<file path="config.mk">
export PLATFORM = sky130hd
export DESIGN_NAME = oqb_idle_fsm
export DESIGN_NICKNAME = d
export VERILOG_FILES = /design/src/common/oqb_pkg.sv /design/src/verilog/oqb_pin_filter.sv /design/src/verilog/oqb_idle_fsm.sv
export SDC_FILE = /design/constraint.sdc
export NUM_CORES = 1
export LEC_CHECK = 0
export ABC_AREA = 1
export BUFFER_PORTS_ARGS = -buffer_cell sky130_fd_sc_hd__buf_2
export CORE_UTILIZATION = 57
export DETAILED_ROUTE_END_ITERATION = 12
export HOLD_SLACK_MARGIN = 0.12
export PLACE_DENSITY = 0.89
export SYNTH_ARGS = -nofsm -noshare
export SYNTH_HDL_FRONTEND = slang
export SYNTH_SLANG_ARGS = --single-unit
</file>
<file path="constraint.sdc">
create_clock -name clk_i -period 3.1 [get_ports clk_i]
set_clock_uncertainty 0.05 [all_clocks]
set_input_delay 0.31 -clock clk_i [delete_from_list [all_inputs] [get_ports clk_i]]
set_output_delay 0.31 -clock clk_i [all_outputs]
set_load 0.02 [all_outputs]
</file>
<file path="src/common/oqb_pkg.sv">
// constants and types for the overlap/queue bus idle state machine
package oqb_pkg;

  //////////////////////////////////////////////////////////////////////
  // clock and response timing
  localparam int unsigned CLK_HZ = 25_000_000;
  localparam int unsigned T_INTRQ_NS = 400;
  // longest time, so rounded down
  localparam int unsigned INTRQ_CYC = (T_INTRQ_NS * (CLK_HZ / 1_000_000)) / 1000;

  //////////////////////////////////////////////////////////////////////
  // apb register map (byte addresses)
  localparam int unsigned APB_AW = 8;
  localparam logic [APB_AW-1:0] ADDR_CTRL = 8'h00;
  localparam logic [APB_AW-1:0] ADDR_CMDS = 8'h04;
  localparam logic [APB_AW-1:0] ADDR_STAT = 8'h08;

  // control register fields
  localparam int unsigned CTRL_W = 16;
  localparam int unsigned CTRL_REL_BIT = 0;
  localparam int unsigned CTRL_SERV_BIT = 1;
  localparam int unsigned CTRL_DEV_BIT = 2;
  localparam int unsigned CTRL_QUEUE_BIT = 3;
  localparam int unsigned CTRL_TAG_LSB = 8;
  localparam int unsigned TAG_W = 8;
  localparam logic [CTRL_W-1:0] CTRL_RST = 16'h0000;

  // command code register: service code, then three queued-set codes
  localparam int unsigned CMDS_SVC_LSB = 0;
  localparam int unsigned CMDS_QA_LSB = 8;
  localparam int unsigned CMDS_QB_LSB = 16;
  localparam int unsigned CMDS_QC_LSB = 24;
  localparam logic [31:0] CMDS_RST = 32'h0000_0000;

  // status register fields
  localparam int unsigned STAT_STATE_LSB = 0;
  localparam int unsigned STAT_PEND_BIT = 4;
  localparam int unsigned STAT_NIEN_BIT = 5;
  localparam int unsigned STAT_SEL_BIT = 6;
  localparam int unsigned STAT_INTRQ_BIT = 7;

  //////////////////////////////////////////////////////////////////////
  // parallel port decode
  localparam logic [2:0] DA_STATUS_CMD = 3'h7;
  localparam logic [2:0] DA_DEVHEAD = 3'h6;
  localparam logic [2:0] DA_DEVCTRL = 3'h6;
  localparam int unsigned DEVHEAD_DEV_BIT = 4;
  localparam int unsigned DEVCTRL_NIEN_BIT = 1;

  // packed pin vector: strobes, chip selects, address, data
  localparam int unsigned PIN_W = 15;
  localparam int unsigned PIN_RD = 0;
  localparam int unsigned PIN_WR = 1;
  localparam int unsigned PIN_CS0 = 2;
  localparam int unsigned PIN_CS1 = 3;
  localparam int unsigned PIN_DA_LSB = 4;
  localparam int unsigned PIN_DD_LSB = 7;
  localparam logic [PIN_W-1:0] PIN_RST = 15'h000f;

  //////////////////////////////////////////////////////////////////////
  // idle states, gray along unsel-sir-sr-sis-ss-proto
  typedef enum logic [2:0] {
    ST_UNSEL = 3'h0,
    ST_SIR = 3'h1,
    ST_SR = 3'h3,
    ST_SIS = 3'h2,
    ST_SS = 3'h6,
    ST_PROTO = 3'h7
  } oqb_state_t;

endpackage

</file>
<file path="src/verilog/oqb_pin_filter.sv">
// three-stage pin synchroniser with second/third stage agreement
`timescale 1ns/1ns
`default_nettype none
module oqb_pin_filter #(
  parameter int unsigned WIDTH = 1,
  parameter logic [WIDTH-1:0] RST_VAL = '0
) (
  // clock, reset, enable
  input wire logic clk_i,
  input wire logic arst_n_i,
  input wire logic ce_i,
  // raw pins
  input wire logic [WIDTH-1:0] pin_i,
  // filtered level and change-about-to-happen flag
  output logic [WIDTH-1:0] filt_o,
  output logic [WIDTH-1:0] chg_o
);

  logic [WIDTH-1:0] s1;
  logic [WIDTH-1:0] s2;
  logic [WIDTH-1:0] s3;
  logic [WIDTH-1:0] next_filt;

  // s1 feeds s2 only; nothing else may look at a metastable stage
  always_comb begin
    for (int i = 0; i < WIDTH; i++) begin
      chg_o[i] = (s2[i] == s3[i]) && (s3[i] != filt_o[i]);
      next_filt[i] = chg_o[i] ? s3[i] : filt_o[i];
    end
  end

  always_ff @(posedge clk_i or negedge arst_n_i) begin
    if (!arst_n_i) begin
      s1 <= RST_VAL;
      s2 <= RST_VAL;
      s3 <= RST_VAL;
      filt_o <= RST_VAL;
    end else if (ce_i) begin
      s1 <= pin_i;
      s2 <= s1;
      s3 <= s2;
      filt_o <= next_filt;
    end
  end

endmodule
`default_nettype wire

</file>
<file path="src/verilog/oqb_idle_fsm.sv">
// device bus idle state machine for overlapped and queued commands
//
// Overview of operation
// - pending irq, nIEN 0, REL only: enter irq-released state, INTRQ on
// - command write there clears pending, drops INTRQ, starts protocol
// - status read in irq state clears pending, drops INTRQ, goes quiet
// - deselect in irq state releases INTRQ, goes to unselected idle
// - resume ready in irq-released state moves to irq-service state
// - no pending or nIEN 1, REL only: quiet released state, INTRQ low
// - command write in quiet released state starts that protocol
// - non-queued command with queue present aborts queue and command
// - deselect in quiet state goes unselected, INTRQ released
// - resume ready in quiet released: irq or quiet service per nIEN
// - pending irq, nIEN 0, SERV 1: irq-service state, INTRQ on
// - SERVICE in irq-service: load tag, drop INTRQ, service return
// - SERVICE in quiet service: load tag, go to service return
// - other command in service states starts it, INTRQ dropped
// - no pending or nIEN 1, SERV 1: quiet service state
// - deselected with REL or SERV: unselected idle, INTRQ released
// - select with pending, nIEN 0, REL only: assert INTRQ, irq-released
// - select without pending irq, REL only: quiet released state
// - select with pending, nIEN 0, SERV 1: assert INTRQ, irq-service
// - select without pending irq, SERV 1: quiet service state
//
// Register access over APB and the address map were decided locally.
`timescale 1ns/1ns
`default_nettype none
module oqb_idle_fsm (
  // clock, reset, enable
  input wire logic clk_i,
  input wire logic arst_n_i,
  input wire logic ce_i,
  // apb slave
  input wire logic psel_i,
  input wire logic penable_i,
  input wire logic pwrite_i,
  input wire logic [oqb_pkg::APB_AW-1:0] paddr_i,
  input wire logic [31:0] pwdata_i,
  output logic [31:0] prdata_o,
  output logic pready_o,
  output logic pslverr_o,
  // parallel host port pins
  input wire logic dior_n_i,
  input wire logic diow_n_i,
  input wire logic cs0_n_i,
  input wire logic cs1_n_i,
  input wire logic [2:0] da_i,
  input wire logic [7:0] dd_i,
  output logic intrq_o,
  output logic intrq_oe_o,
  output logic bsy_o,
  output logic drq_o,
  // device back end
  input wire logic done_i,
  input wire logic done_pend_i,
  input wire logic resume_i,
  output logic cmd_start_o,
  output logic svc_start_o,
  output logic abort_o,
  output logic [7:0] cmd_code_o,
  output logic [oqb_pkg::TAG_W-1:0] svc_tag_o
);
  import oqb_pkg::*;

  localparam int IRQ_LIM = INTRQ_CYC;

  //////////////////////////////////////////////////////////////////////
  // pin synchronisers

  logic [PIN_W-1:0] pin_filt;
  logic [PIN_W-1:0] pin_chg;

  oqb_pin_filter #(
    .WIDTH(PIN_W),
    .RST_VAL(PIN_RST)
  ) u_pins (
    .clk_i(clk_i),
    .arst_n_i(arst_n_i),
    .ce_i(ce_i),
    .pin_i({dd_i, da_i, cs1_n_i, cs0_n_i, diow_n_i, dior_n_i}),
    .filt_o(pin_filt),
    .chg_o(pin_chg)
  );

  // address and data are settled long before the strobe negates
  logic rd_end, wr_end, cs0_sel, cs1_sel;
  logic [2:0] da;
  logic [7:0] dd;
  logic ev_rd_stat, ev_wr_cmd, ev_wr_dev, ev_wr_ctl, ev_done, ev_resume;

  //////////////////////////////////////////////////////////////////////
  // registers and state

  oqb_state_t state;
  oqb_state_t next_state;
  logic int_pend;
  logic next_int_pend;
  logic nien;
  logic next_nien;
  logic [CTRL_W-1:0] ctrl;
  logic [CTRL_W-1:0] next_ctrl;
  logic [31:0] cmds;
  logic [31:0] next_cmds;
  logic [31:0] next_prdata;
  logic next_pready, next_pslverr, next_intrq, next_intrq_oe, next_bsy;
  logic next_cmd_start, next_svc_start, next_abort;
  logic [7:0] next_cmd_code;
  logic [TAG_W-1:0] next_svc_tag;
  logic set_serv, rel, serv, dev_this;

  function automatic oqb_state_t sel_target(input logic pend, input logic ien_n,
                                            input logic srv);
    logic irq;
    irq = pend && !ien_n;
    if (srv) begin
      sel_target = irq ? ST_SIS : ST_SS;
    end else begin
      sel_target = irq ? ST_SIR : ST_SR;
    end
  endfunction

  function automatic logic is_queued(input logic [7:0] code, input logic [31:0] set);
    is_queued = (code == set[CMDS_SVC_LSB +: 8]) || (code == set[CMDS_QA_LSB +: 8]) ||
                (code == set[CMDS_QB_LSB +: 8]) || (code == set[CMDS_QC_LSB +: 8]);
  endfunction

  //////////////////////////////////////////////////////////////////////
  // host access decode

  always_comb begin
    rd_end = pin_chg[PIN_RD] && !pin_filt[PIN_RD];
    wr_end = pin_chg[PIN_WR] && !pin_filt[PIN_WR];
    da = pin_filt[PIN_DA_LSB +: 3];
    dd = pin_filt[PIN_DD_LSB +: 8];
    cs0_sel = !pin_filt[PIN_CS0] && pin_filt[PIN_CS1];
    cs1_sel = pin_filt[PIN_CS0] && !pin_filt[PIN_CS1];
    ev_rd_stat = ce_i && rd_end && cs0_sel && (da == DA_STATUS_CMD);
    ev_wr_cmd = ce_i && wr_end && cs0_sel && (da == DA_STATUS_CMD);
    ev_wr_dev = ce_i && wr_end && cs0_sel && (da == DA_DEVHEAD);
    ev_wr_ctl = ce_i && wr_end && cs1_sel && (da == DA_DEVCTRL);
    ev_done = ce_i && done_i;
    ev_resume = ce_i && resume_i;
    rel = ctrl[CTRL_REL_BIT];
    serv = ctrl[CTRL_SERV_BIT];
    dev_this = dd[DEVHEAD_DEV_BIT] == ctrl[CTRL_DEV_BIT];
  end

  //////////////////////////////////////////////////////////////////////
  // idle state machine

  always_comb begin
    next_state = state;
    next_int_pend = int_pend;
    next_nien = nien;
    next_cmd_start = 1'b0;
    next_svc_start = 1'b0;
    next_abort = 1'b0;
    next_cmd_code = cmd_code_o;
    next_svc_tag = svc_tag_o;
    set_serv = 1'b0;
    if (ev_wr_ctl) begin
      next_nien = dd[DEVCTRL_NIEN_BIT];
    end
    case (state)
      ST_SIR, ST_SIS, ST_SR, ST_SS: begin
        if (ev_rd_stat && (state == ST_SIR || state == ST_SIS)) begin
          next_int_pend = 1'b0;
          next_state = (state == ST_SIR) ? ST_SR : ST_SS;
        end else if (ev_wr_dev && !dev_this) begin
          next_state = ST_UNSEL;
        end else if (ev_wr_cmd) begin
          next_int_pend = 1'b0;
          next_cmd_code = dd;
          next_state = ST_PROTO;
          if ((state == ST_SIS || state == ST_SS) && dd == cmds[CMDS_SVC_LSB +: 8]) begin
            next_svc_start = 1'b1;
            next_svc_tag = ctrl[CTRL_TAG_LSB +: TAG_W];
          end else if (ctrl[CTRL_QUEUE_BIT] && !is_queued(dd, cmds)) begin
            // host broke the queued-set discipline; the whole queue goes
            next_abort = 1'b1;
          end else begin
            next_cmd_start = 1'b1;
          end
        end else if (ev_resume && state == ST_SIR) begin
          next_state = ST_SIS;
          set_serv = 1'b1;
        end else if (ev_resume && state == ST_SR) begin
          next_state = next_nien ? ST_SS : ST_SIS;
          set_serv = 1'b1;
        end
      end
      ST_UNSEL: begin
        if (ev_wr_dev && dev_this && (rel || serv)) begin
          next_state = sel_target(int_pend, next_nien, serv);
        end
      end
      ST_PROTO: begin
        // host strobes other than a device control write are ignored here: the protocol owns the bus
        if (ev_done) begin
          next_int_pend = done_pend_i;
          next_state = sel_target(done_pend_i, next_nien, serv);
        end
      end
      default: begin
        next_state = ST_UNSEL;
      end
    endcase
    // intrq follows the state it lands in, so it moves in the same edge
    next_intrq = (next_state == ST_SIR) || (next_state == ST_SIS);
    next_intrq_oe = next_state != ST_UNSEL;
    next_bsy = next_state == ST_PROTO;
  end

  always_ff @(posedge clk_i or negedge arst_n_i) begin
    if (!arst_n_i) begin
      state <= ST_UNSEL;
      int_pend <= 1'b0;
      nien <= 1'b0;
      intrq_o <= 1'b0;
      intrq_oe_o <= 1'b0;
      bsy_o <= 1'b0;
      drq_o <= 1'b0;
      cmd_start_o <= 1'b0;
      svc_start_o <= 1'b0;
      abort_o <= 1'b0;
      cmd_code_o <= 8'h00;
      svc_tag_o <= 8'h00;
    end else if (ce_i) begin
      state <= next_state;
      int_pend <= next_int_pend;
      nien <= next_nien;
      intrq_o <= next_intrq;
      intrq_oe_o <= next_intrq_oe;
      bsy_o <= next_bsy;
      drq_o <= 1'b0;
      cmd_start_o <= next_cmd_start;
      svc_start_o <= next_svc_start;
      abort_o <= next_abort;
      cmd_code_o <= next_cmd_code;
      svc_tag_o <= next_svc_tag;
    end
  end

  //////////////////////////////////////////////////////////////////////
  // apb slave: one wait state, so every access takes two access cycles

  always_comb begin
    next_pready = psel_i && penable_i && !pready_o;
    next_prdata = prdata_o;
    next_pslverr = 1'b0;
    next_ctrl = ctrl;
    next_cmds = cmds;
    if (next_pready) begin
      next_prdata = 32'h0000_0000;
      if (paddr_i == ADDR_CTRL) begin
        next_prdata[CTRL_W-1:0] = ctrl;
      end else if (paddr_i == ADDR_CMDS) begin
        next_prdata = cmds;
      end else if (paddr_i == ADDR_STAT) begin
        next_prdata[STAT_STATE_LSB +: 3] = state;
        next_prdata[STAT_PEND_BIT] = int_pend;
        next_prdata[STAT_NIEN_BIT] = nien;
        next_prdata[STAT_SEL_BIT] = state != ST_UNSEL;
        next_prdata[STAT_INTRQ_BIT] = intrq_o;
      end else begin
        next_pslverr = 1'b1;
      end
    end
    if (psel_i && penable_i && pready_o && pwrite_i) begin
      if (paddr_i == ADDR_CTRL) begin
        next_ctrl = pwdata_i[CTRL_W-1:0];
      end else if (paddr_i == ADDR_CMDS) begin
        next_cmds = pwdata_i;
      end
    end
    // hardware setting SERV beats a software clear in the same cycle
    if (set_serv) begin
      next_ctrl[CTRL_SERV_BIT] = 1'b1;
    end
  end

  always_ff @(posedge clk_i or negedge arst_n_i) begin
    if (!arst_n_i) begin
      ctrl <= CTRL_RST;
      cmds <= CMDS_RST;
      prdata_o <= 32'h0000_0000;
      pready_o <= 1'b0;
      pslverr_o <= 1'b0;
    end else if (ce_i) begin
      ctrl <= next_ctrl;
      cmds <= next_cmds;
      prdata_o <= next_prdata;
      pready_o <= next_pready;
      pslverr_o <= next_pslverr;
    end
  end
endmodule
`default_nettype wire

</file>
=== Yosys cells after proc, flatten, opt, wreduce, memory -nomap -nowiden ===
Index checks and enable logic that the tools add are counted.

* Bitwise logic cells: 3
* Eq/ne operators: 50
* Multiplexer cells: 60
* Reduce and logical (&&, ||, !) cells: 89

{| class="wikitable"
|+ Operators with widths
! kind !! count
|-
| two-way mux 3 bit || 15
|-
| logical AND 1 bit || 44
|-
| two-way mux 1 bit || 34
|-
| == test 8 bit || 4
|-
| two-way mux 16 bit || 2
|-
| AND reduction 2 bit || 16
|-
| two-way mux 24 bit || 1
|-
| == test 1 bit || 16
|-
| == test 3 bit, second input constant || 5
|-
| != test 1 bit || 15
|-
| AND reduction 5 bit || 2
|-
| == test 3 x 2 -> 1 bit, second input constant || 3
|-
| one-hot mux 3 bit (3 select lines) || 1
|-
| == test 8 x 3 -> 1 bit, second input constant || 1
|-
| == test 8 x 4 -> 1 bit, second input constant || 1
|-
| logical NOT 1 bit || 8
|-
| logical NOT 8 bit || 1
|-
| two-way mux 2 bit || 4
|-
| two-way mux 4 bit || 2
|-
| logical OR 1 bit || 7
|-
| == test 3 x 1 -> 1 bit, second input constant || 2
|-
| != test 3 bit, second input constant || 2
|-
| AND reduction 3 bit || 2
|-
| AND reduction 6 bit || 1
|-
| 8 further kinds || 13
|}

* Register bits: 169

=== Depth between registers and ports, before layout ===
* Depth after elaboration: 16
* Depth in mapped cells: 15
* Depth with buffers taken out: 14

=== Hierarchy ===
Synthesis repeated with hierarchy kept, for this count alone.

* Cell total of the unflattened synthesis: 935
* Area total of the unflattened synthesis: 7,863.8 um^2

{| class="wikitable"
|+ Modules (own cells, without submodules)
! module !! times used !! area each (um^2) !! cells an instance
|-
| oqb_idle_fsm || 1 || 5,173.7 || 621
|-
| oqb_pin_filter || 1 || 2,690.1 || 314
|}

=== Worst setup path before layout ===
Ideal clock, no wire load.

* Path type: register to register
* From: register u_pins.filt_o[3]
* To: register svc_tag_o[0] (netlist bit)
* Stages on the path, launching flop included: 9
* Arrival: 1.582 ns
* Buffers on the path: 1
* Clock period less this slack: 1.758 ns
* Library setup time: 0.126 ns
* Slack: 1.342 ns
* Path through: dfstp_2 -> inv_1 -> nor2_1 -> nand3_2 -> clkinv_1 -> nand3_2 -> nor3_4 -> buf_6 -> o21ai_0

* Cells in the longest elaborated chain, start to end: 6
* Elaborated cells on any way between the ends: 11
* Classes of those cells: 2 x bitwise; 9 x reduce/logical

{| class="wikitable"
|+ Ends and longest elaborated chain
! item !! RTL line !! source
|-
| from (decl) || oqb_pin_filter.sv:15 || <nowiki>output logic [WIDTH-1:0] filt_o,</nowiki>
|-
| from (signal assigned) || oqb_pin_filter.sv:42 || <nowiki>filt_o <= next_filt;</nowiki>
|-
| logical AND 1 bit (*) || oqb_idle_fsm.sv:135 || <nowiki>cs0_sel = !pin_filt[PIN_CS0] && pin_filt[PIN_CS1];</nowiki>
|-
| logical AND 1 bit (on tied branches) || oqb_idle_fsm.sv:138, oqb_idle_fsm.sv:139, oqb_idle_fsm.sv:137 ||
|-
| logical AND 1 bit (on tied branches) || oqb_idle_fsm.sv:139, oqb_idle_fsm.sv:137 ||
|-
| logical AND 1 bit (on tied branches) || oqb_idle_fsm.sv:169, oqb_idle_fsm.sv:166 ||
|-
| inverter 1 bit (no line) || -- ||
|-
| AND reduction 6 bit (no line) (*) || -- ||
|-
| to (signal assigned) || oqb_idle_fsm.sv:240 || <nowiki>svc_tag_o <= next_svc_tag;</nowiki>
|-
| to (decl) || oqb_idle_fsm.sv:61 || <nowiki>output logic [oqb_pkg::TAG_W-1:0] svc_tag_o</nowiki>
|}

Every way passes the cells marked *; elsewhere a longest branch is shown, timed or not.
A chain may end at the register's enable or synchronous reset.

=== Worst setup path in the final report ===
* From: register u_pins.filt_o[3]
* To: register svc_tag_o[5] (netlist bit)

Same word-level chain as after synthesis.

==> report_table.html <==
<table>
<tr><th>Metric</th><th>Value</th></tr>
<tr><th colspan="2">Yosys</th></tr>
<tr><td>Most used standard cells in the synthesized netlist</td><td>sky130_fd_sc_hd__nand2_1, sky130_fd_sc_hd__dfrtp_1, sky130_fd_sc_hd__o21ai_0, sky130_fd_sc_hd__inv_1, sky130_fd_sc_hd__nor2_1</td></tr>
<tr><td>Leading cell type by number of instances after synthesis</td><td>sky130_fd_sc_hd__nand2_1</td></tr>
<tr><td>Mapped cell area</td><td>~0.0075 sq mm</td></tr>
<tr><td>FF+latch count, synth</td><td>between 150 and 200</td></tr>
<tr><td>Count of unique library cells instantiated by Yosys</td><td>38</td></tr>
<tr><td>Number of warnings reported in the yosys synthesis log</td><td>0</td></tr>
<tr><td>Sequential fraction of the synthesis area</td><td>about 57%</td></tr>
<tr><td>Post-synth ARST share</td><td>100%</td></tr>
<tr><td>Share of the synthesized area in the top cell type</td><td>51.0%</td></tr>
<tr><td>Synthesized netlist cell count</td><td>899</td></tr>
<tr><td>Most area-hungry cell type in the Yosys netlist</td><td>sky130_fd_sc_hd__dfrtp_1</td></tr>
<tr><td>Largest cells by area after synthesis</td><td>sky130_fd_sc_hd__dfrtp_1, sky130_fd_sc_hd__nand2_1, sky130_fd_sc_hd__o21ai_0</td></tr>
<tr><td>Number of nets produced by synthesis</td><td>~960</td></tr>
<tr><td>Avg Cell Area, Syn</td><td>8.36 sq um</td></tr>
<tr><td>Number of enable-type register cells in the synthesized netlist</td><td>0</td></tr>
<tr><td>Top flip-flop cell by instance count after synthesis</td><td>sky130_fd_sc_hd__dfrtp_1</td></tr>
<tr><th colspan="2">Global routing</th></tr>
<tr><td>Total track usage</td><td>between 30% and 40%</td></tr>
<tr><td>Number of global-route vias before repair</td><td>6,481</td></tr>
<tr><td>First-pass GRT wire length</td><td>about 31,000 microns</td></tr>
<tr><td>Maximum number of pins on one net before global-route repair</td><td>89</td></tr>
<tr><td>Residual overflow from global routing</td><td>0</td></tr>
<tr><td>Initial antenna violation count</td><td>0</td></tr>
<tr><th colspan="2">Placement</th></tr>
<tr><td>RePlAce Congestion</td><td>0.895</td></tr>
<tr><td>Half-perimeter wire length of the detailed placement result</td><td>roughly 13,000 microns</td></tr>
<tr><td>Number of port buffers</td><td>between 100 and 150</td></tr>
<tr><td>Cell total after placement</td><td>approximately 1,200</td></tr>
<tr><td>Post-placement worst setup slack</td><td>approximately 0.73 ns</td></tr>
<tr><th colspan="2">CTS</th></tr>
<tr><td>CTS H-Tree Depth</td><td>4</td></tr>
<tr><td>CTS Buf Count</td><td>17</td></tr>
<tr><td>Clock latency on the worst-skew pair</td><td>0.44 ns</td></tr>
<tr><td>Cell chosen for the clock root</td><td>sky130_fd_sc_hd__clkbuf_16</td></tr>
<tr><td>Clock transition at the registers of the reported paths</td><td>about 0.07 ns</td></tr>
<tr><td>Resize count post-CTS</td><td>0</td></tr>
<tr><td>Number of setup buffers added after CTS</td><td>0</td></tr>
<tr><td>Number of hold buffers added after CTS</td><td>36</td></tr>
<tr><td>CTS tree</td><td>done</td></tr>
<tr><td>Total clock sinks</td><td>roughly 170</td></tr>
<tr><td>Maximum buffer depth of the clock tree</td><td>2</td></tr>
<tr><th colspan="2">Drt</th></tr>
<tr><td>Via count</td><td>between 6,000 and 7,000</td></tr>
<tr><td>Count of antenna-violating nets left after detailed routing</td><td>0</td></tr>
<tr><td>Router iterations before antenna repair</td><td>5</td></tr>
<tr><td>Detailed router's first-iteration violation count</td><td>765</td></tr>
<tr><td>Wire length after detailed routing</td><td>19,900 microns</td></tr>
<tr><td>Total DRC errors in the routed layout</td><td>0</td></tr>
<tr><td>Post-DR vias/cell</td><td>around 5.6</td></tr>
<tr><td>Routed wire per std cell</td><td>between 15 and 20 microns</td></tr>
<tr><th colspan="2">Setup path</th></tr>
<tr><td>Number of cells on the critical path</td><td>7</td></tr>
<tr><td>Kind of start point of the critical path</td><td>flop</td></tr>
<tr><td>Maximum single-stage delay on the critical path</td><td>0.61 ns</td></tr>
<tr><td>Worst endpoint required time</td><td>between 3 and 4 ns</td></tr>
<tr><td>CP endpoint kind</td><td>flop</td></tr>
<tr><td>Type of the setup path with the least slack</td><td>reg2reg</td></tr>
<tr><td>Number of buffers and inverters on the critical path</td><td>2</td></tr>
<tr><td>Path depth of the worst reg2reg path</td><td>7</td></tr>
<tr><td>CP most frequent cell</td><td>sky130_fd_sc_hd__nand3_2</td></tr>
<tr><td>Largest fanout on the critical path</td><td>17</td></tr>
<tr><td>Cells along the critical path</td><td>inv_1 -&gt; nor2_1 -&gt; nand3_2 -&gt; clkinv_1 -&gt; nand3_2 -&gt; nor3_4 -&gt; o21ai_0</td></tr>
<tr><td>Worst endpoint data arrival time</td><td>around 2.5 ns</td></tr>
<tr><td>Cell with the largest stage delay on the worst path</td><td>sky130_fd_sc_hd__nor3_4</td></tr>
<tr><td>Cell family with the largest share of critical-path delay</td><td>simple AND/OR/NAND/NOR gates</td></tr>
<tr><th colspan="2">Floorplanning</th></tr>
<tr><td>Number of core rows</td><td>around 40</td></tr>
<tr><td>Placeable core area</td><td>0.0127 sq mm</td></tr>
<tr><td>DIE HEIGHT</td><td>approximately 120 microns</td></tr>
<tr><td>Number of placed I/O pins</td><td>roughly 120</td></tr>
<tr><td>Floorplan die width</td><td>around 120 microns</td></tr>
<tr><td>Starting utilization of the core area</td><td>59.1%</td></tr>
<tr><td>Die Footprint</td><td>approximately 0.014 sq mm</td></tr>
<tr><th colspan="2">STA</th></tr>
<tr><td>Total count of hold-check failures in the final report</td><td>0</td></tr>
<tr><td>Final setup violation count</td><td>0</td></tr>
<tr><td>Least setup slack across all paths after layout</td><td>roughly 0.85 ns</td></tr>
<tr><td>Fmax</td><td>~0.44 GHz</td></tr>
<tr><td>Tightest Pin Transition</td><td>roughly 1.1 ns</td></tr>
<tr><td>RSZ-0062 raised after global routing</td><td>no</td></tr>
<tr><td>Worst-case headroom to the max-slew limit</td><td>between 20% and 30%</td></tr>
<tr><td>Minimum clock period after layout</td><td>between 2 and 2.5 ns</td></tr>
<tr><td>Post-Route Setup TNS</td><td>0 ns</td></tr>
<tr><td>Slew Viols, Final</td><td>0</td></tr>
<tr><td>Post-route worst hold slack</td><td>about 0.12 ns</td></tr>
<tr><td>Post-route fraction of the period consumed by the critical path</td><td>72.6%</td></tr>
<tr><th colspan="2">Power</th></tr>
<tr><td>Peak ir drop on the vdd network</td><td>0.000369 V</td></tr>
<tr><td>Final Total Pwr</td><td>between 5 and 6 mW</td></tr>
<tr><td>Power density cells</td><td>568 mW/mm^2</td></tr>
<tr><td>Total leakage power</td><td>4.70 nW</td></tr>
<tr><th colspan="2">Finish</th></tr>
<tr><td>Share of final-layout standard cells stronger than drive strength 1</td><td>between 10% and 20%</td></tr>
<tr><td>Area growth, synth to finish</td><td>22.3%</td></tr>
<tr><td>Number of antenna cells inserted</td><td>0</td></tr>
<tr><td>Fill cells</td><td>between 900 and 1,000</td></tr>
<tr><td>Number of cells in the finished layout apart from fillers</td><td>between 1,000 and 1,500</td></tr>
<tr><td>Layout net count</td><td>~1,100</td></tr>
<tr><th colspan="2">Run</th></tr>
<tr><td>Maximum capacitance violations</td><td>0</td></tr>
<tr><th colspan="2">Hold path</th></tr>
<tr><td>Cell depth of the worst min-delay path</td><td>3</td></tr>
<tr><td>Worst hold path class</td><td>in2reg</td></tr>
<tr><th colspan="2">Status</th></tr>
<tr><td>Status</td><td>finished clean</td></tr>
</table>
[flip-flops by register name (all words and copies together) (netlist names), 3 cells and up]
signal / cells
u_pins.filt_o: 15
u_pins.s3: 15
cmd_code_o: 8
prdata_o: 32
svc_tag_o: 8
state: 3
cmds: 32
ctrl: 16
u_pins.s1: 15
u_pins.s2: 15
[worst paths after layout]
kind | startpoint | endpoint | slack (ns)
worst max-delay path | u_pins.filt_o[3] | svc_tag_o[5] | 0.85
worst min-delay path | pwdata_i[13] | ctrl[13] | 0.12
worst max register to register | u_pins.filt_o[3] | svc_tag_o[5] | 0.85
worst min register to register | u_pins.s1[0] | u_pins.s1[0] | 0.42
max in group asynchronous | arst_n_i | u_pins.s3[3] | 1.73
min in group asynchronous | arst_n_i | u_pins.s1[5] | 0.47
[area by class of cell]
type	instances	area, sq um	share of cell area [%]
well taps	172	215	2.34
flip-flops and latches	169	4250	46.2
clock inverters	13	141	1.54
inverters	101	379	4.13
clock buffers	19	443	4.82
repair buffers	163	1030	11.3
multi-input cells	593	2730	29.7
[cell usage in the layout, fill, tap and decap left out, drive strengths merged, types with 9 or more instances in the layout]
cell,n
nand4,19
dlygate4sd3,36
nor2,81
o211ai,15
nand3,30
clkbuf,19
nor3,9
inv,103
a21oi,28
o21ai,115
buf,127
nand2,266
dfstp,16
dfrtp,153
[tightest hold or removal path, stage by stage]
cell and delay (ns):
sky130_fd_sc_hd__buf_2 0.10, sky130_fd_sc_hd__inv_1 0.06, sky130_fd_sc_hd__o21ai_0 0.09
[report_power, final]
group / internal (mW) / switching (mW)
registers: 2.36 / 0.152
clock network: 1.21 / 0.904
logic: 0.209 / 0.383
total: 3.78 / 1.44
[metrics by stage]
stage | instance area, sq um | utilization [%]
finish | 9190 | 72.2
CTS | 9190 | 72.2
floorplan | 7510 | -
global placement | 8250 | 64.8
detailed placement | 8250 | 64.8
global route | 9190 | 72.2
[per-layer routing]
metal | global-route usage [%] | vias to the layer above | routed length [microns]
met2 | 49.0 | 350 | 9410
met4 | 16.5 | 0 | 821
met3 | 6.23 | 78 | 1490
met5 | 0 | - | 0
li1 | - | 3184 | -
met1 | 40.4 | 3228 | 8140
[cell families after synthesis]
family / count (synthesis) / share of synthesized area, %
AND/OR/NAND/NOR: 411 / 22.7
flip-flops: 169 / 56.6
buffers and inverters: 137 / 7.14
AO/OA/AOI/OAI: 173 / 12.6
XOR/XNOR: 8 / 0.933
other: 1 / 0.0499
No activity file was read; power rests on OpenSTA's default activity.
